==> src/logic/isc_defs.vh <==
// Purpose: Constants for the interrupt and standby controller.
// Assumes: Avalon-MM slave with 32-bit data, one aligned word per register.
// Notes:   Offsets are byte addresses.
`ifndef ISC_DEFS_VH
`define ISC_DEFS_VH

`define ISC_ADDR_W        6
`define ISC_OFS_FLAG_LO   6'h00
`define ISC_OFS_FLAG_HI   6'h04
`define ISC_OFS_EN_LO     6'h08
`define ISC_OFS_EN_HI     6'h0c
`define ISC_OFS_PRIO      6'h10
`define ISC_OFS_EDGE      6'h14
`define ISC_OFS_STATE     6'h18

`define ISC_NSRC          37
`define ISC_NGRP          5
`define ISC_PORT_LSB      0
`define ISC_PORT_N        8
`define ISC_CT_LSB        8
`define ISC_CT_N          4
`define ISC_SW_LSB        12
`define ISC_SW_N          3
`define ISC_PT_LSB        15
`define ISC_PT_N          16
`define ISC_SER_LSB       31
`define ISC_SER_N         6

`define ISC_FLAG_RST      37'h0000000000
`define ISC_EN_RST        37'h0000000000
`define ISC_PRIO_RST      10'h000
`define ISC_EDGE_RST      8'h00

`define ISC_CLK_HZ        64'd100000000
`define ISC_LOSC_PERIODS  64'd128
`define ISC_LOSC_HZ       64'd32768
`define ISC_HOSC_PERIODS  64'd512
`define ISC_HOSC_HZ       64'd4000000
// Stabilisation waits in clk cycles for the periods and oscillator rates above.
`define ISC_STAB_LOW_CYC  20'd390625
`define ISC_STAB_HIGH_CYC 20'd12800
`define ISC_STAB_W        20

`endif

==> src/logic/isc_interrupt_standby.v <==
// Purpose: Interrupt gathering, group priority and halt/sleep control.
// Assumes: Event inputs other than the port pins are one-cycle pulses on clk.
// Notes:   Registers are reached over Avalon-MM with waitrequest.
// Function
// - Accept 37 sources in five groups.
// - Each source has own flag and enable.
// - Each group has writable three-level priority.
// - Event sets flag regardless of enable.
// - Enable one permits, zero blocks request.
// - Request needs flag, enable, priority above mask.
// - Halt stops processor, peripherals keep running.
// - Halt ends on reset or enabled request.
// - Sleep stops processor and all peripherals.
// - Only reset or port interrupt ends sleep.
// - Stabilisation wait chosen by oscillator at entry.
// - Wake from sleep via port interrupt routine.
// - Writing one clears flag, zero unchanged.
// - Flag left set repeats the interrupt.
// - Reset clears every pending flag.
// - Reset clears enables; enables read back.
//
// The register offsets and the Avalon-MM slave port were left to the implementer.
`timescale 1ns/10ps
`include "isc_defs.vh"

module isc_interrupt_standby #(
   parameter [`ISC_STAB_W-1:0] STAB_LOW_CYC  = `ISC_STAB_LOW_CYC,
   parameter [`ISC_STAB_W-1:0] STAB_HIGH_CYC = `ISC_STAB_HIGH_CYC
) (
   input  wire                   clk,
   input  wire                   nrst,
   input  wire                   clkEn,
   input  wire [`ISC_ADDR_W-1:0] address,
   input  wire                   read,
   input  wire                   write,
   input  wire [31:0]            writedata,
   output wire [31:0]            readdata,
   output wire                   waitrequest,
   input  wire [7:0]             inputPortPins,
   input  wire [3:0]             clockTimerEvt,
   input  wire [2:0]             stopwatchEvt,
   input  wire [15:0]            progTimerEvt,
   input  wire [5:0]             serialEvt,
   input  wire                   cpuMaskBitLow,
   input  wire                   cpuMaskBitHigh,
   input  wire                   haltInstruction,
   input  wire                   sleepInstruction,
   input  wire                   highOscRunning,
   output wire                   irq,
   output wire                   cpuIntReq,
   output wire [1:0]             cpuIntLevel,
   output wire                   cpuRun,
   output wire                   periphClkEn,
   output wire                   wakePortVector,
   output wire [3:0]             standbyState
);

   localparam [3:0] ST_RUN   = 4'h1;
   localparam [3:0] ST_HALT  = 4'h2;
   localparam [3:0] ST_SLEEP = 4'h4;
   localparam [3:0] ST_STAB  = 4'h8;
   localparam [`ISC_STAB_W-1:0] STAB_ONE = {{(`ISC_STAB_W-1){1'b0}}, 1'b1};

   reg  [`ISC_NSRC-1:0]    flags_r;
   reg  [`ISC_NSRC-1:0]    flags_nxt;
   reg  [`ISC_NSRC-1:0]    enables_r;
   reg  [2*`ISC_NGRP-1:0]  prio_r;
   reg  [7:0]              edgeFall_r;
   reg  [7:0]              pinSync1_r;
   reg  [7:0]              pinSync2_r;
   reg  [7:0]              pinPrev_r;
   reg  [2:0]              pinPrimed_r;
   reg  [31:0]             readdata_r;
   reg  [31:0]             readdata_nxt;
   reg                     waitReq_r;
   reg                     irq_r;
   reg                     cpuIntReq_r;
   reg  [1:0]              cpuIntLevel_r;
   reg                     cpuRun_r;
   reg                     periphClkEn_r;
   reg                     wakePort_r;
   reg  [3:0]              state_r;
   reg  [3:0]              state_nxt;
   reg  [`ISC_STAB_W-1:0]  stabCnt_r;
   reg  [`ISC_STAB_W-1:0]  stabCnt_nxt;
   reg                     anyReq;
   reg  [1:0]              bestLevel;
   reg  [`ISC_NSRC-1:0]    clearMask;
   integer                 g;

   wire [1:0]              cpuMask;
   wire [7:0]              pinRise;
   wire [7:0]              pinFall;
   wire [7:0]              portEvt;
   wire                    periphRun;
   wire [`ISC_NSRC-1:0]    srcEvt;
   wire [`ISC_NSRC-1:0]    active;
   wire                    busWr;
   wire                    wrFlagLo;
   wire                    wrFlagHi;
   wire                    wrEnLo;
   wire                    wrEnHi;
   wire                    wrPrio;
   wire                    wrEdge;

   assign cpuMask = {cpuMaskBitHigh, cpuMaskBitLow};
   // The edge detector stays quiet until the synchroniser holds real pin samples.
   assign pinRise = pinSync2_r & ~pinPrev_r & {8{pinPrimed_r[2]}};
   assign pinFall = ~pinSync2_r & pinPrev_r & {8{pinPrimed_r[2]}};
   // Each pin triggers on the edge that its select bit names.
   assign portEvt = (pinFall & edgeFall_r) | (pinRise & ~edgeFall_r);
   // Peripheral events are suppressed while their clocks are stopped.
   assign periphRun = (state_r == ST_RUN) || (state_r == ST_HALT);
   assign srcEvt = {serialEvt & {`ISC_SER_N{periphRun}},
                    progTimerEvt & {`ISC_PT_N{periphRun}},
                    stopwatchEvt & {`ISC_SW_N{periphRun}},
                    clockTimerEvt & {`ISC_CT_N{periphRun}},
                    portEvt};
   assign active = flags_r & enables_r;
   assign busWr = write && !waitReq_r;

   // Returns the group number of a source index.
   function [2:0] groupOf;
      input integer idx;
      begin
         if (idx < `ISC_CT_LSB)
            groupOf = 3'h0;
         else if (idx < `ISC_SW_LSB)
            groupOf = 3'h1;
         else if (idx < `ISC_PT_LSB)
            groupOf = 3'h2;
         else if (idx < `ISC_SER_LSB)
            groupOf = 3'h3;
         else
            groupOf = 3'h4;
      end
   endfunction

   // Returns the two-bit priority field of a group.
   function [1:0] prioOf;
      input [2*`ISC_NGRP-1:0] pr;
      input [2:0]             grp;
      begin
         prioOf = pr[2*grp +: 2];
      end
   endfunction

   // Returns one when a completed write targets the given offset.
   function wrHit;
      input [`ISC_ADDR_W-1:0] adr;
      input                   wr;
      input [`ISC_ADDR_W-1:0] ofs;
      begin
         wrHit = wr && (adr == ofs);
      end
   endfunction

   assign wrFlagLo = wrHit(address, busWr, `ISC_OFS_FLAG_LO);
   assign wrFlagHi = wrHit(address, busWr, `ISC_OFS_FLAG_HI);
   assign wrEnLo   = wrHit(address, busWr, `ISC_OFS_EN_LO);
   assign wrEnHi   = wrHit(address, busWr, `ISC_OFS_EN_HI);
   assign wrPrio   = wrHit(address, busWr, `ISC_OFS_PRIO);
   assign wrEdge   = wrHit(address, busWr, `ISC_OFS_EDGE);

   always @* begin
      anyReq = 1'b0;
      bestLevel = 2'h0;
      for (g = 0; g < `ISC_NSRC; g = g + 1) begin
         if (active[g] && (prioOf(prio_r, groupOf(g)) > cpuMask)) begin
            anyReq = 1'b1;
            if (prioOf(prio_r, groupOf(g)) > bestLevel)
               bestLevel = prioOf(prio_r, groupOf(g));
         end
      end
   end

   always @* begin
      clearMask = {`ISC_NSRC{1'b0}};
      if (wrFlagLo)
         clearMask[31:0] = writedata;
      if (wrFlagHi)
         clearMask[`ISC_NSRC-1:32] = writedata[`ISC_NSRC-33:0];
      // A new event in the clearing cycle keeps its flag set.
      flags_nxt = (flags_r & ~clearMask) | srcEvt;
   end

   always @* begin
      // Read data is captured in the wait cycle so that it stands when waitrequest drops.
      readdata_nxt = readdata_r;
      if (read && waitReq_r) begin
         case (address)
            `ISC_OFS_FLAG_LO: readdata_nxt = flags_r[31:0];
            `ISC_OFS_FLAG_HI: readdata_nxt = {27'h0000000, flags_r[`ISC_NSRC-1:32]};
            `ISC_OFS_EN_LO:   readdata_nxt = enables_r[31:0];
            `ISC_OFS_EN_HI:   readdata_nxt = {27'h0000000, enables_r[`ISC_NSRC-1:32]};
            `ISC_OFS_PRIO:    readdata_nxt = {22'h000000, prio_r};
            `ISC_OFS_EDGE:    readdata_nxt = {24'h000000, edgeFall_r};
            `ISC_OFS_STATE:   readdata_nxt = {26'h0000000, anyReq, |active, state_r};
            default:          readdata_nxt = 32'h00000000;
         endcase
      end
   end

   always @* begin
      state_nxt = state_r;
      stabCnt_nxt = stabCnt_r;
      case (state_r)
         ST_RUN: begin
            if (sleepInstruction) begin
               state_nxt = ST_SLEEP;
               stabCnt_nxt = highOscRunning ? STAB_HIGH_CYC : STAB_LOW_CYC;
            end else if (haltInstruction) begin
               state_nxt = ST_HALT;
            end
         end
         ST_HALT: begin
            if (|active)
               state_nxt = ST_RUN;
         end
         ST_SLEEP: begin
            if (|(portEvt & enables_r[`ISC_PORT_N-1:0]))
               state_nxt = ST_STAB;
         end
         ST_STAB: begin
            if (stabCnt_r <= STAB_ONE)
               state_nxt = ST_RUN;
            else
               stabCnt_nxt = stabCnt_r - STAB_ONE;
         end
         default: begin
            state_nxt = ST_RUN;
         end
      endcase
   end

   // Two flip-flops take the pins into the clock domain before any logic reads them.
   always @(posedge clk or negedge nrst) begin
      if (!nrst) begin
         pinSync1_r  <= 8'h00;
         pinSync2_r  <= 8'h00;
         pinPrev_r   <= 8'h00;
         pinPrimed_r <= 3'h0;
      end else if (clkEn) begin
         pinSync1_r  <= inputPortPins;
         pinSync2_r  <= pinSync1_r;
         pinPrev_r   <= pinSync2_r;
         pinPrimed_r <= {pinPrimed_r[1:0], 1'b1};
      end
   end

   always @(posedge clk or negedge nrst) begin
      if (!nrst) begin
         flags_r       <= `ISC_FLAG_RST;
         enables_r     <= `ISC_EN_RST;
         prio_r        <= `ISC_PRIO_RST;
         edgeFall_r    <= `ISC_EDGE_RST;
         readdata_r    <= 32'h00000000;
         waitReq_r     <= 1'b1;
         irq_r         <= 1'b0;
         cpuIntReq_r   <= 1'b0;
         cpuIntLevel_r <= 2'h0;
         cpuRun_r      <= 1'b1;
         periphClkEn_r <= 1'b1;
         wakePort_r    <= 1'b0;
         state_r       <= ST_RUN;
         stabCnt_r     <= {`ISC_STAB_W{1'b0}};
      end else if (clkEn) begin
         flags_r       <= flags_nxt;
         readdata_r    <= readdata_nxt;
         // Waitrequest drops for one cycle to complete each request.
         waitReq_r     <= !((read || write) && waitReq_r);
         if (wrEnLo)
            enables_r[31:0] <= writedata;
         if (wrEnHi)
            enables_r[`ISC_NSRC-1:32] <= writedata[`ISC_NSRC-33:0];
         if (wrPrio)
            prio_r <= writedata[2*`ISC_NGRP-1:0];
         if (wrEdge)
            edgeFall_r <= writedata[7:0];
         irq_r         <= |active;
         cpuIntReq_r   <= anyReq;
         cpuIntLevel_r <= bestLevel;
         state_r       <= state_nxt;
         stabCnt_r     <= stabCnt_nxt;
         cpuRun_r      <= (state_nxt == ST_RUN);
         periphClkEn_r <= (state_nxt == ST_RUN) || (state_nxt == ST_HALT);
         wakePort_r    <= (state_r == ST_STAB) && (state_nxt == ST_RUN);
      end
   end

   assign readdata       = readdata_r;
   assign waitrequest    = waitReq_r;
   assign irq            = irq_r;
   assign cpuIntReq      = cpuIntReq_r;
   assign cpuIntLevel    = cpuIntLevel_r;
   assign cpuRun         = cpuRun_r;
   assign periphClkEn    = periphClkEn_r;
   assign wakePortVector = wakePort_r;
   assign standbyState   = state_r;

endmodule // isc_interrupt_standby

==> config.mk <==
export PLATFORM = sky130hd
export DESIGN_NAME = isc_interrupt_standby
export DESIGN_NICKNAME = d
export VERILOG_FILES = /design/src/logic/isc_interrupt_standby.v
export VERILOG_INCLUDE_DIRS = /design/src /design/src/logic
export SDC_FILE = /design/constraint.sdc
export NUM_CORES = 1
export LEC_CHECK = 0
export BUFFER_PORTS_ARGS = -buffer_cell sky130_fd_sc_hd__clkbuf_2
export CELL_PAD_IN_SITES_DETAIL_PLACEMENT = 1
export CELL_PAD_IN_SITES_GLOBAL_PLACEMENT = 1
export CORE_ASPECT_RATIO = 1.1
export CORE_MARGIN = 10
export CORE_UTILIZATION = 40
export DETAILED_ROUTE_END_ITERATION = 12
export PLACE_DENSITY_LB_ADDON = 0.05
export SETUP_SLACK_MARGIN = 0.05
export SYNTH_ARGS = -nofsm -noshare
export SYNTH_HDL_FRONTEND = slang
export SYNTH_SLANG_ARGS = --single-unit
==> constraint.sdc <==
create_clock -name clk -period 36.3 [get_ports clk]
set_clock_uncertainty 0.1 [all_clocks]
set_input_delay 5.445 -clock clk [delete_from_list [all_inputs] [get_ports clk]]
set_output_delay 5.445 -clock clk [all_outputs]
set_load 0.02 [all_outputs]
**Word-level counts from Yosys, hierarchy flattened**

Index checks and enable logic that the tools add are counted.

- Input bits: 85
- Output and inout port bits: 44
- Word-level logic and storage cells: 467
- Register bits after elaboration: 183

- Eq/ne operators: 14
- Magnitude comparators: 43
- Reduce and logical (&&, ||, !) cells: 62
- Bitwise operators: 19
- Shift-type cells: 74
- $add $sub $neg: 1
- Muxes and demuxes: 235

Operator list:

| cell | count |
|---|---|
| indexed part select 10 x 5 -> 2 bit | 74 |
| 2-to-1 mux 3 bit | 111 |
| one-hot mux 32 bit (7 select lines) | 1 |
| 2-to-1 mux 2 bit | 74 |
| > comparator 2 bit | 41 |
| AND 37 bit | 2 |
| AND 8 bit | 7 |
| logical AND 1 bit | 47 |
| 2-to-1 mux 20 bit | 2 |
| one-hot mux 20 bit (2 select lines) | 1 |
| 2-to-1 mux 1 bit | 37 |
| inverter 37 bit | 1 |
| OR 37 bit | 1 |
| OR reduction 37 bit | 1 |
| 2-to-1 mux 32 bit | 1 |
| inverter 8 bit | 3 |
| <= comparator 20 x 1 -> 1 bit (second input constant) | 1 |
| 2-to-1 mux 4 bit | 5 |
| subtractor 20 x 1 -> 20 bit (second input constant) | 1 |
| 2-to-1 mux 19 bit | 1 |
| == test 6 x 5 -> 1 bit (second input constant) | 3 |
| AND 16 bit | 1 |
| one-hot mux 4 bit (4 select lines) | 1 |
| == test 6 x 4 -> 1 bit (second input constant) | 2 |
| other kinds (19) | 29 |

**Longest topological paths before layout**

Gate-level depths: netlist (run 1).

- Depth in word-level cells: 226
- Depth in mapped cells: 201
- Depth with buffers taken out: 200

**Worst setup path after synthesis (run 1)**

No wires, ideal clock.

- Path kind: input -> register
- Start: input port cpuMaskBitHigh
- End: register cpuIntLevel_r[0] (netlist: cpuIntLevel[0])
- Stages on the path: 196
- Data arrival time: 37.786 ns
- Buffers on the path: 0
- Data required time: 36.118 ns
- Library setup time: 0.082 ns
- Setup slack: -1.668 ns
- Cells stage by stage: inv_1 -> ha_1 -> nor2b_1 -> o21ai_2 -> or3_1 -> ha_1 -> nor2b_1 -> o21ai_0 -> and3_1 -> ha_1 -> a21oi_1 -> nand3_1 -> a21oi_1 -> ha_1 -> a21oi_1 -> a21oi_1 -> a211oi_1 -> ha_1 -> [... 160 more ...] -> nor2_1 -> mux2_2 -> ha_1 -> inv_1 -> o22ai_1 -> o21ai_0 -> mux2_2 -> ha_1 -> nand2b_1 -> a31oi_1 -> mux2_2 -> ha_1 -> inv_1 -> o22ai_1 -> nor2_1 -> a311oi_1 -> nand3_1 -> a31oi_1

- Longest elaborated chain between the ends: 111
- Elaborated cells on any way between the ends: 151
- Classes of those cells: order compare: 41; mux: 73; reduce/logical: 37

RTL lines:

| what | line | source |
|---|---|---|
| from (decl) | isc_interrupt_standby.v:45 | `input wire cpuMaskBitHigh,` |
| > comparator 2 bit | isc_interrupt_standby.v:169 | `if (active[g] && (prioOf(prio_r, groupOf(g)) > cpuMask)) begin` |
| logical AND 1 bit | isc_interrupt_standby.v:169 |  |
| 2-to-1 mux 2 bit | isc_interrupt_standby.v:169 |  |
| > comparator 2 bit | isc_interrupt_standby.v:171 | `if (prioOf(prio_r, groupOf(g)) > bestLevel)` |
| 2-to-1 mux 2 bit | isc_interrupt_standby.v:171 |  |
| 2-to-1 mux 2 bit | isc_interrupt_standby.v:169 |  |
| > comparator 2 bit | isc_interrupt_standby.v:171 |  |
| 2-to-1 mux 2 bit | isc_interrupt_standby.v:171 |  |
| [... 95 more ...] | - |  |
| 2-to-1 mux 2 bit | isc_interrupt_standby.v:171 |  |
| 2-to-1 mux 2 bit | isc_interrupt_standby.v:169 |  |
| > comparator 2 bit | isc_interrupt_standby.v:171 |  |
| 2-to-1 mux 2 bit | isc_interrupt_standby.v:171 |  |
| 2-to-1 mux 2 bit | isc_interrupt_standby.v:169 |  |
| > comparator 2 bit | isc_interrupt_standby.v:171 |  |
| 2-to-1 mux 2 bit | isc_interrupt_standby.v:171 |  |
| 2-to-1 mux 2 bit * | isc_interrupt_standby.v:169 |  |
| to (signal assigned) | isc_interrupt_standby.v:282 | `cpuIntLevel_r <= bestLevel;` |
| to (decl) | isc_interrupt_standby.v:78 | `reg [1:0] cpuIntLevel_r;` |

Mark *: on every way between the ends. The rest lies on a longest branch, timed or not.
A chain may end at the register's enable or synchronous reset.

**Worst setup path in the final report (run 1)**

Same ends and word-level chain as after synthesis.

==> flow_metrics.env, run 1 <==
export IMPL_slowest_delay_ps=370
export IMPL_cts_buffers=17
export IMPL_initial_utilization_pct=40.41
export IMPL_synth_top_area_cell="dfrtp_1"
export IMPL_seqCellArea_mm2=0.004584
export IMPL_power_leakage_uw=0.006594
export IMPL_power_density_mw_per_mm2=45.31
export IMPL_port_buffers=128
export IMPL_post_drt_wl_per_cell_um=21.54
export IMPL_tightest_slew_ps=1014
export IMPL_synth_edf_count=0
export IMPL_ys_ff_latch=183
export IMPL_grt_pass1_wl_mm=65.85
export IMPL_rsz0062_at_grt="true"
export IMPL_hold_viol_final=0
export IMPL_run_status="complete, but fails checks"
export IMPL_synth_cell_types=81
export IMPL_wl_met2_mm=20.09
export IMPL_cp_startpoint="cpuMaskBitHigh"
export IMPL_setup_viol=1
export IMPL_dieArea_mm2=0.03816
export IMPL_fillers=3515
export IMPL_final_area_mm2=0.01475
export IMPL_place_area_mm2=0.01399
export IMPL_root_buffer="clkbuf_16"
export IMPL_die_y_um=203.9
export IMPL_synthCells=1286
export IMPL_async_flop_share_pct=100.0
export IMPL_yosysWarnings=0
export IMPL_cap_viol_max_count=0
export IMPL_vdd_ir_drop_worst_mv=0.03001
export IMPL_highest_signal_layer="met4"
export IMPL_synthTopCellsByArea="dfrtp_1 (36%), ha_1 (12%), mux2_2 (9.7%), nand2_1 (4.6%), nor2_1 (3.1%)"
export IMPL_synth_top_flop_cell="dfrtp_1"
export IMPL_hold_start="pinPrimed_r[0]$_DFFE_PN0P_"
export IMPL_fin_crit_sh_pct=103.9
export IMPL_crit_top_cell="ha_1"
export IMPL_num_nets_final=1680
export IMPL_grt_max_degree=115
export IMPL_whs_endpoint="pinPrimed_r[0]$_DFFE_PN0P_"
export IMPL_dieWidth_um=187.2
export IMPL_reg2reg_slack_ps=2680
export IMPL_drive_gt1_share_pct=29.08
export IMPL_rows=67
export IMPL_antenna_found_initial=0
export IMPL_cp_slowest_cell="a2111oi_4"
export IMPL_cp_start_kind="input port"
export IMPL_cts_sinks=183
export IMPL_cp_end_kind="register"
export IMPL_clk_pin_slew_ps=80
export IMPL_core_mm2=0.03043
export IMPL_setup_ws_ps=-1433
export IMPL_crit_fanout=3
export IMPL_track_usage_pct=21.52
export IMPL_reg2reg_to="cpuIntLevel[0]$_DFFE_PN0P_"
export IMPL_gr_total_overflow=0
export IMPL_hold_path_class="register to register"
export IMPL_ioPinCount=129
export IMPL_cp_required_ps=36590
export IMPL_vias=11012
export IMPL_wl_met1_mm=18.79
export IMPL_htree_num_levels=4
export IMPL_slew_violations=0
export IMPL_diodes=0
export IMPL_dpl_hpwl_mm=30.27
export IMPL_rr_startpoint="prio_r[0]$_DFFE_PN0P_"
export IMPL_wirelength_mm=40.99
export IMPL_ff2ff_path_depth=198
export IMPL_ant_nets=0
export IMPL_grt_pass1_vias=11584
export IMPL_multi_input_area_mm2=0.007567
export IMPL_area_growth_synth_to_final_pct=19.95
export IMPL_route_detailed_drc=0
export IMPL_drtIter0Drc=686
export IMPL_yosysSeqAreaShare_pct=37.29
export IMPL_violations="setup timing"
export IMPL_finalCriticalPeriod_ps=37730
export IMPL_fmax_mhz=26.50
export IMPL_synth_commonest_cells="dfrtp_1 (179), nand2_1 (151), ha_1 (119)"
export IMPL_cts_tree="built"
export IMPL_holdPathStages=1
export IMPL_drt_first_pass_iters=6
export IMPL_insertion_delay_ps=470
export IMPL_syn_nets=1490
export IMPL_syn_area_mm2=0.01230
export IMPL_cts_buffer_depth=2
export IMPL_routed_via_density=5.787
export IMPL_worstPathArrival_ps=38020
export IMPL_gp_congestion=0.8560
export IMPL_critPathKind="input port to register"
export IMPL_avgSynthCellArea_um2=9.561
export IMPL_relSlewSlack_pct=32.19
export IMPL_whs_ps=369.3
export IMPL_synthMostInstantiatedCell="dfrtp_1"
export IMPL_synth_top_area_share_pct=36.43
export IMPL_met3_length_mm=1.325
==> cell families after synthesis <==
logic type                 count (synthesis)  share of synthesized area, %
DFF                                      183                         37.29
xor gates and xnor gates                   1                       0.07125
muxes                                    110                         10.11
AOI/OAI and AO/OA                        370                         21.61
buffers and inverters                     92                         2.951
and+or+nand+nor                          411                         15.85
adders and majority gates                119                         12.11
==> how the worst max path moves through the flow <==
stage                                       endpoint  slack [ps]  depth (start not counted)
final                     cpuIntLevel[0]$_DFFE_PN0P_       -1430                        199
after global routing      cpuIntLevel[0]$_DFFE_PN0P_       -4050                        199
after CTS                 cpuIntLevel[0]$_DFFE_PN0P_       -1650                        198
after detailed placement  cpuIntLevel[0]$_DFFE_PN0P_       -2510                        198
after global placement    cpuIntLevel[0]$_DFFE_PN0P_       -1400                        196
after floorplan           cpuIntLevel[0]$_DFFE_PN0P_        -750                        198
==> report_power, final <==
part / leakage (uW) / switching [uW] / total [uW] / internal, uW
logic: 0.00406 / 104 / 181 / 76.3
registers: 0.00225 / 54.2 / 296 / 242
clock network: 0.000282 / 98.9 / 192 / 92.6
==> metrics by stage <==
step	total power (uW)	setup TNS, ps	setup slack (ps)	util, %	instances
after global routing	708.5	-4054	-4054	48.46	1903
after floorplan	402.0	-754.9	-754.9	-	1286
after CTS	672.1	-1647	-1647	48.25	1899
after detailed placement	478.2	-2513	-2513	45.99	1858
final	668.2	-1433	-1433	48.46	1903
after global placement	471.5	-1397	-1397	45.99	1858
==> repair_timing <==
action,in CTS,in global routing
buffers inserted,9,4
pin swaps,24,11
resized for setup,7,10
hold buffers,0,0
endpoints found under the setup margin,1,1
==> layer usage <==
metal  vias to the layer above  track usage, %
met5                         -               0
met4                         0           6.340
met3                        45           3.481
met2                       191           36.60
met1                      5599           27.61
li1                       5177               -
==> registers in the layout, summed over array words and instances (netlist names), 2 cells and up <==
| register | flops |
|---|---|
| standbyState | 4 |
| stabCnt_r | 20 |
| edgeFall_r | 8 |
| readdata | 32 |
| prio_r | 10 |
| pinPrimed_r | 3 |
| pinSync1_r | 8 |
| pinPrev_r | 8 |
| pinSync2_r | 8 |
| enables_r | 37 |
| flags_r | 37 |
| cpuIntLevel | 2 |
==> layout make-up <==
class	instances	share of cell area, %
Timing Repair Buffer	216	8.883
Tap cell	414	3.512
Multi-Input combinational cell	1011	51.31
Inverter	47	1.196
Sequential cell	183	31.09
Clock inverter	14	1.103
Clock buffer	18	2.910
==> layout by cell type (no fill, tap or decap), types with 9 or more instances in the layout <==
cell | synthesis | final
clkbuf_16 | 0 | 17
nand3b_1 | 14 | 14
a21o_1 | 12 | 12
mux2_2 | 106 | 104
nand4_1 | 11 | 11
o21ai_0 | 74 | 68
a21oi_1 | 38 | 33
dfrtp_1 | 179 | 179
nor2_1 | 101 | 94
o21a_1 | 10 | 10
nor3_1 | 30 | 24
inv_1 | 46 | 46
nand2b_1 | 17 | 17
o22ai_1 | 24 | 19
nand2_1 | 151 | 150
a31oi_1 | 16 | 16
ha_1 | 119 | 119
and2_1 | 8 | 9
o211ai_1 | 11 | 11
buf_4 | 1 | 88
a22oi_1 | 48 | 48
a22o_1 | 43 | 43
o2111ai_1 | 13 | 10
nand3_1 | 28 | 27
clkbuf_2 | 0 | 127
==> worst max-delay path: cells and delay by family <==
family          cells  cell delay (ps)
fa+ha+maj          37            10020
buf+inv            22             1190
mux                14             4800
compound gates     72            10940
simple gates       54             5590
Power figures use the tool's default switching activity.
==> run 2, diff against run 1 <==
--- a/config.mk
+++ b/config.mk
@@ -6,13 +6,13 @@
 export SDC_FILE = /design/constraint.sdc
 export NUM_CORES = 1
 export LEC_CHECK = 0
-export BUFFER_PORTS_ARGS = -buffer_cell sky130_fd_sc_hd__clkbuf_2
 export CELL_PAD_IN_SITES_DETAIL_PLACEMENT = 1
 export CELL_PAD_IN_SITES_GLOBAL_PLACEMENT = 1
 export CORE_ASPECT_RATIO = 1.1
 export CORE_MARGIN = 10
 export CORE_UTILIZATION = 40
 export DETAILED_ROUTE_END_ITERATION = 12
+export DONT_BUFFER_PORTS = 1
 export PLACE_DENSITY_LB_ADDON = 0.05
 export SETUP_SLACK_MARGIN = 0.05
 export SYNTH_ARGS = -nofsm -noshare
==> flow_metrics.env, run 2 (synthesis gave the netlist of run 1 again) <==
export IMPL_run_status="complete, but fails checks"
export IMPL_violations="setup timing"
export IMPL_ant_nets=0
export IMPL_initial_utilization_pct=40.41
export IMPL_cts_buffer_depth=2
export IMPL_grt_pass1_vias=11029
export IMPL_worstPathArrival_ps=38190
export IMPL_grt_max_degree=184
export IMPL_num_nets_final=1556
export IMPL_track_usage_pct=21.33
export IMPL_dieWidth_um=187.2
export IMPL_dpl_hpwl_mm=29.45
export IMPL_clk_pin_slew_ps=80
export IMPL_final_area_mm2=0.01423
export IMPL_area_growth_synth_to_final_pct=15.77
export IMPL_power_leakage_uw=0.006096
export IMPL_cp_slowest_cell="a2111oi_4"
export IMPL_ioPinCount=129
export IMPL_whs_ps=360.6
export IMPL_cp_start_kind="input port"
export IMPL_hold_path_class="register to register"
export IMPL_drtIter0Drc=592
export IMPL_final_common_cell="dfrtp_1"
export IMPL_setup_viol=1
export IMPL_antenna_found_initial=0
export IMPL_rows=67
export IMPL_vdd_ir_drop_worst_mv=0.02928
export IMPL_tightest_slew_ps=1159
export IMPL_core_mm2=0.03043
export IMPL_crit_fanout=3
export IMPL_slowest_delay_ps=410
export IMPL_setup_ws_ps=-1598
export IMPL_cts_tree="built"
export IMPL_grt_pass1_wl_mm=64.68
export IMPL_htree_num_levels=4
export IMPL_drive_gt1_share_pct=23.52
export IMPL_post_drt_wl_per_cell_um=22.85
export IMPL_ctsHoldBuffers=0
export IMPL_fillers=3459
export IMPL_die_y_um=203.9
export IMPL_cts_sinks=183
export IMPL_slew_violations=0
export IMPL_cts_buffers=17
export IMPL_cap_viol_max_count=0
export IMPL_relSlewSlack_pct=22.72
export IMPL_cp_end_kind="register"
export IMPL_final_cell_mix="dfrtp_1 (179), nand2_1 (150), ha_1 (117), mux2_2 (101), nor2_1 (95)"
export IMPL_routed_via_density=5.879
export IMPL_port_buffers=0
export IMPL_multi_input_area_mm2=0.007666
export IMPL_seqCellArea_mm2=0.004584
export IMPL_fmax_mhz=26.39
export IMPL_route_detailed_drc=0
export IMPL_gr_total_overflow=0
export IMPL_vias=10459
export IMPL_place_area_mm2=0.01336
export IMPL_drt_first_pass_iters=5
export IMPL_power_density_mw_per_mm2=45.97
export IMPL_diodes=0
export IMPL_root_buffer="clkbuf_16"
export IMPL_dieArea_mm2=0.03816
export IMPL_critPathKind="input port to register"
export IMPL_gp_congestion=0.8709
export IMPL_wirelength_mm=40.65
export IMPL_insertion_delay_ps=460
export IMPL_crit_top_cell="ha_1"
export IMPL_fin_crit_sh_pct=104.4
export IMPL_finalCriticalPeriod_ps=37900
export IMPL_cp_required_ps=36590
export IMPL_hold_viol_final=0
export IMPL_rsz0062_at_grt="true"
-- run 2: report_power, final --
part	internal (uW)	switching (uW)
Sequential	242	61.7
Clock	93.6	100
Combinational	70.4	87.0
-- run 2: critical path: cells and delay by family --
family / cells / cell delay [ps]
and+or+nand+nor: 56 / 6020
AOI/OAI and AO/OA: 70 / 10700
adders and majority gates: 37 / 9990
muxes: 14 / 4780
buffers and inverters: 21 / 1170
-- run 2: metal layers --
layer  track usage, %  up-vias  part of all wire [%]
met5                0        -                     0
met4            7.089        0                   2.3
met3            3.669       44                   4.0
met2            35.64      196                    48
met1            27.47     5278                    46
li1                 -     4941                     -
-- run 2: area by class of cell --
class | instances | area share, %
Inverter | 47 | 1.239
Timing Repair Buffer | 92 | 4.852
Sequential cell | 183 | 32.21
Multi-Input combinational cell | 1011 | 53.85
Clock inverter | 15 | 1.222
Tap cell | 414 | 3.639
Clock buffer | 17 | 2.988
-- run 2: worst paths after layout --
path,slack (ps),start,end,cells past startpoint
setup / recovery,-1600,cpuMaskBitHigh,cpuIntLevel[0]$_DFFE_PN0P_,198
setup reg to reg,2560,prio_r[0]$_DFFE_PN0P_,cpuIntLevel[0]$_DFFE_PN0P_,198
hold / removal,360,pinPrimed_r[0]$_DFFE_PN0P_,pinPrimed_r[0]$_DFFE_PN0P_,1
max in group asynchronous,31270,nrst,waitrequest$_DFFE_PN1P_,0
min in group asynchronous,4560,nrst,stabCnt_r[4]$_DFFE_PN0P_,0
hold reg to reg,360,pinPrimed_r[0]$_DFFE_PN0P_,pinPrimed_r[0]$_DFFE_PN0P_,1
-- run 2: timing repair --
action,CTS,global route
buffers inserted,16,1
resized for setup,24,7
pin swaps,51,12
setup endpoints to repair,1,1
-- run 2: stage by stage --
step | total power (uW) | setup TNS, ps | std cells | utilization [%] | worst slack [ps]
after floorplan | 402.0 | -754.9 | 1286 | - | -754.9
after global placement | 456.1 | -1782 | 1730 | 43.89 | -1782
after detailed placement | 461.8 | -2691 | 1730 | 43.89 | -2691
after CTS | 661.4 | -1754 | 1778 | 46.66 | -1754
after global routing | 698.0 | -4227 | 1779 | 46.78 | -4227
final | 654.4 | -1598 | 1779 | 46.78 | -1598
==> run 3, diff against run 2 <==
--- a/config.mk
+++ b/config.mk
@@ -6,7 +6,7 @@
 export SDC_FILE = /design/constraint.sdc
 export NUM_CORES = 1
 export LEC_CHECK = 0
-export CELL_PAD_IN_SITES_DETAIL_PLACEMENT = 1
+export CELL_PAD_IN_SITES_DETAIL_PLACEMENT = 0
 export CELL_PAD_IN_SITES_GLOBAL_PLACEMENT = 1
 export CORE_ASPECT_RATIO = 1.1
 export CORE_MARGIN = 10
@@ -15,6 +15,7 @@
 export DONT_BUFFER_PORTS = 1
 export PLACE_DENSITY_LB_ADDON = 0.05
 export SETUP_SLACK_MARGIN = 0.05
+export SKIP_LAST_GASP = 1
 export SYNTH_ARGS = -nofsm -noshare
 export SYNTH_HDL_FRONTEND = slang
 export SYNTH_SLANG_ARGS = --single-unit
==> flow_metrics.env, run 3 (synthesis gave the netlist of run 1 again) <==
export IMPL_cts_buffers=17
export IMPL_setup_ws_ps=-1323
export IMPL_gr_total_overflow=0
export IMPL_cp_required_ps=36580
export IMPL_cap_viol_max_count=0
export IMPL_fin_crit_sh_pct=103.6
export IMPL_relSlewSlack_pct=25.17
export IMPL_crit_top_cell="ha_1"
export IMPL_area_growth_synth_to_final_pct=15.50
export IMPL_htree_num_levels=4
export IMPL_port_buffers=0
export IMPL_final_cell_mix="dfrtp_1 (179), nand2_1 (150), ha_1 (117), mux2_2 (103), buf_4 (98)"
export IMPL_final_util_pct=46.67
export IMPL_num_nets_final=1562
export IMPL_hold_start="pinPrimed_r[0]$_DFFE_PN0P_"
export IMPL_antenna_found_initial=0
export IMPL_dieWidth_um=187.2
export IMPL_core_mm2=0.03043
export IMPL_initial_utilization_pct=40.41
export IMPL_cts_buffer_depth=2
export IMPL_cp_slowest_cell="a2111oi_4"
export IMPL_cts_sinks=183
export IMPL_rsz0062_at_grt="true"
export IMPL_clk_pin_slew_ps=70
export IMPL_track_usage_pct=20.37
export IMPL_power_leakage_uw=0.006094
export IMPL_violations="setup timing"
export IMPL_routed_via_density=5.757
export IMPL_drtIter0Drc=737
export IMPL_slowest_delay_ps=360
export IMPL_vdd_ir_drop_worst_mv=0.03105
export IMPL_vias=10271
export IMPL_critPathKind="input port to register"
export IMPL_cts_tree="built"
export IMPL_ff2ff_path_depth=198
export IMPL_final_common_cell="dfrtp_1"
export IMPL_reg2reg_slack_ps=2840
export IMPL_die_y_um=203.9
export IMPL_crit_end="cpuIntLevel[0]$_DFFE_PN0P_"
export IMPL_insertion_delay_ps=460
export IMPL_cp_startpoint="cpuMaskBitHigh"
export IMPL_setup_viol=1
export IMPL_fin_setup_tns_ps=-1323
export IMPL_fmax_mhz=26.58
export IMPL_run_status="complete, but fails checks"
export IMPL_tightest_slew_ps=1120
export IMPL_reg2reg_to="cpuIntLevel[0]$_DFFE_PN0P_"
export IMPL_grt_max_degree=184
export IMPL_drt_first_pass_iters=5
export IMPL_grt_pass1_wl_mm=61.38
export IMPL_rows=67
export IMPL_route_detailed_drc=0
export IMPL_crit_fanout=3
export IMPL_ioPinCount=129
export IMPL_ant_nets=0
export IMPL_drive_gt1_share_pct=23.43
export IMPL_root_buffer="clkbuf_16"
export IMPL_cp_end_kind="register"
export IMPL_cp_start_kind="input port"
export IMPL_dieArea_mm2=0.03816
export IMPL_diodes=0
export IMPL_place_inst=1730
export IMPL_worstPathArrival_ps=37910
export IMPL_finalCriticalPeriod_ps=37620
export IMPL_wirelength_mm=38.96
export IMPL_rr_startpoint="prio_r[0]$_DFFE_PN0P_"
export IMPL_slew_violations=0
export IMPL_post_drt_wl_per_cell_um=21.84
export IMPL_total_power_uw=643.2
export IMPL_hold_path_class="register to register"
export IMPL_gp_congestion=0.8709
export IMPL_hold_viol_final=0
export IMPL_dpl_hpwl_mm=27.70
export IMPL_power_density_mw_per_mm2=45.29
export IMPL_grt_pass1_vias=10266
export IMPL_fin_cells=1784
## run 3: cell types whose count changed in the layout (fill, tap and decap cells not counted), sizes merged
cell and change:
buf +6, clkinvlp +3, clkinv -1, inv -3
## run 3: critical path, delay by kind of cell
family	cells	cell delay, ps
compound gates	70	10460
fa+ha+maj	37	9880
buf+inv	21	1100
mux	14	4810
simple gates	56	6100
## run 3: stage by stage
step           worst slack (ps)  hold slack (ps)  cell area, um^2
2_1_floorplan            -754.9            330.5            12430
6_report                  -1323            358.0            14200
3_5_place_dp              -2207            343.3            13360
4_1_cts                   -1305            360.3            14160
5_1_grt                   -4050            390.0            14200
3_3_place_gp              -1782            345.7            13360
## run 3: routing by layer
metal	global-route usage (%)	part of all wire, %	vias to the layer above
li1	-	-	4948
met1	26.76	46	5077
met3	3.805	4.6	43
met2	33.23	48	203
met4	6.628	2.3	0
met5	0	0	-
## run 3: how the worst min path moves through the flow
stage                                 endpoint  depth (start not counted)  slack, ps
finish              pinPrimed_r[0]$_DFFE_PN0P_                          1        360
CTS                 pinPrimed_r[0]$_DFFE_PN0P_                          1        360
detailed placement  pinPrimed_r[0]$_DFFE_PN0P_                          1        340
floorplan           pinPrimed_r[0]$_DFFE_PN0P_                          1        330
global route        pinPrimed_r[0]$_DFFE_PN0P_                          1        390
global placement    pinPrimed_r[0]$_DFFE_PN0P_                          1        350
## run 3: report_power, final
| group | total (uW) | switching (uW) | internal [uW] |
|---|---|---|---|
| registers | 303 | 61.3 | 242 |
| logic | 154 | 84.2 | 69.6 |
| clock network | 186 | 95.5 | 90.7 |
## run 3: timing repair
action                     4_1_cts  5_1_grt
setup endpoints to repair        1        1
pin swaps                       43       14
hold buffers                     0        0
cloned                           0        0
resized for setup               16        7
buffers inserted                21        2
## run 3: area by class of cell
type,count,area [um^2]
Fill cell,2905,16230
Multi-Input combinational cell,1011,7621
Sequential cell,183,4584
Timing Repair Buffer,98,735.7
Tap cell,414,518.0
Clock buffer,17,425.4
Inverter,47,176.4
Clock inverter,14,140.1
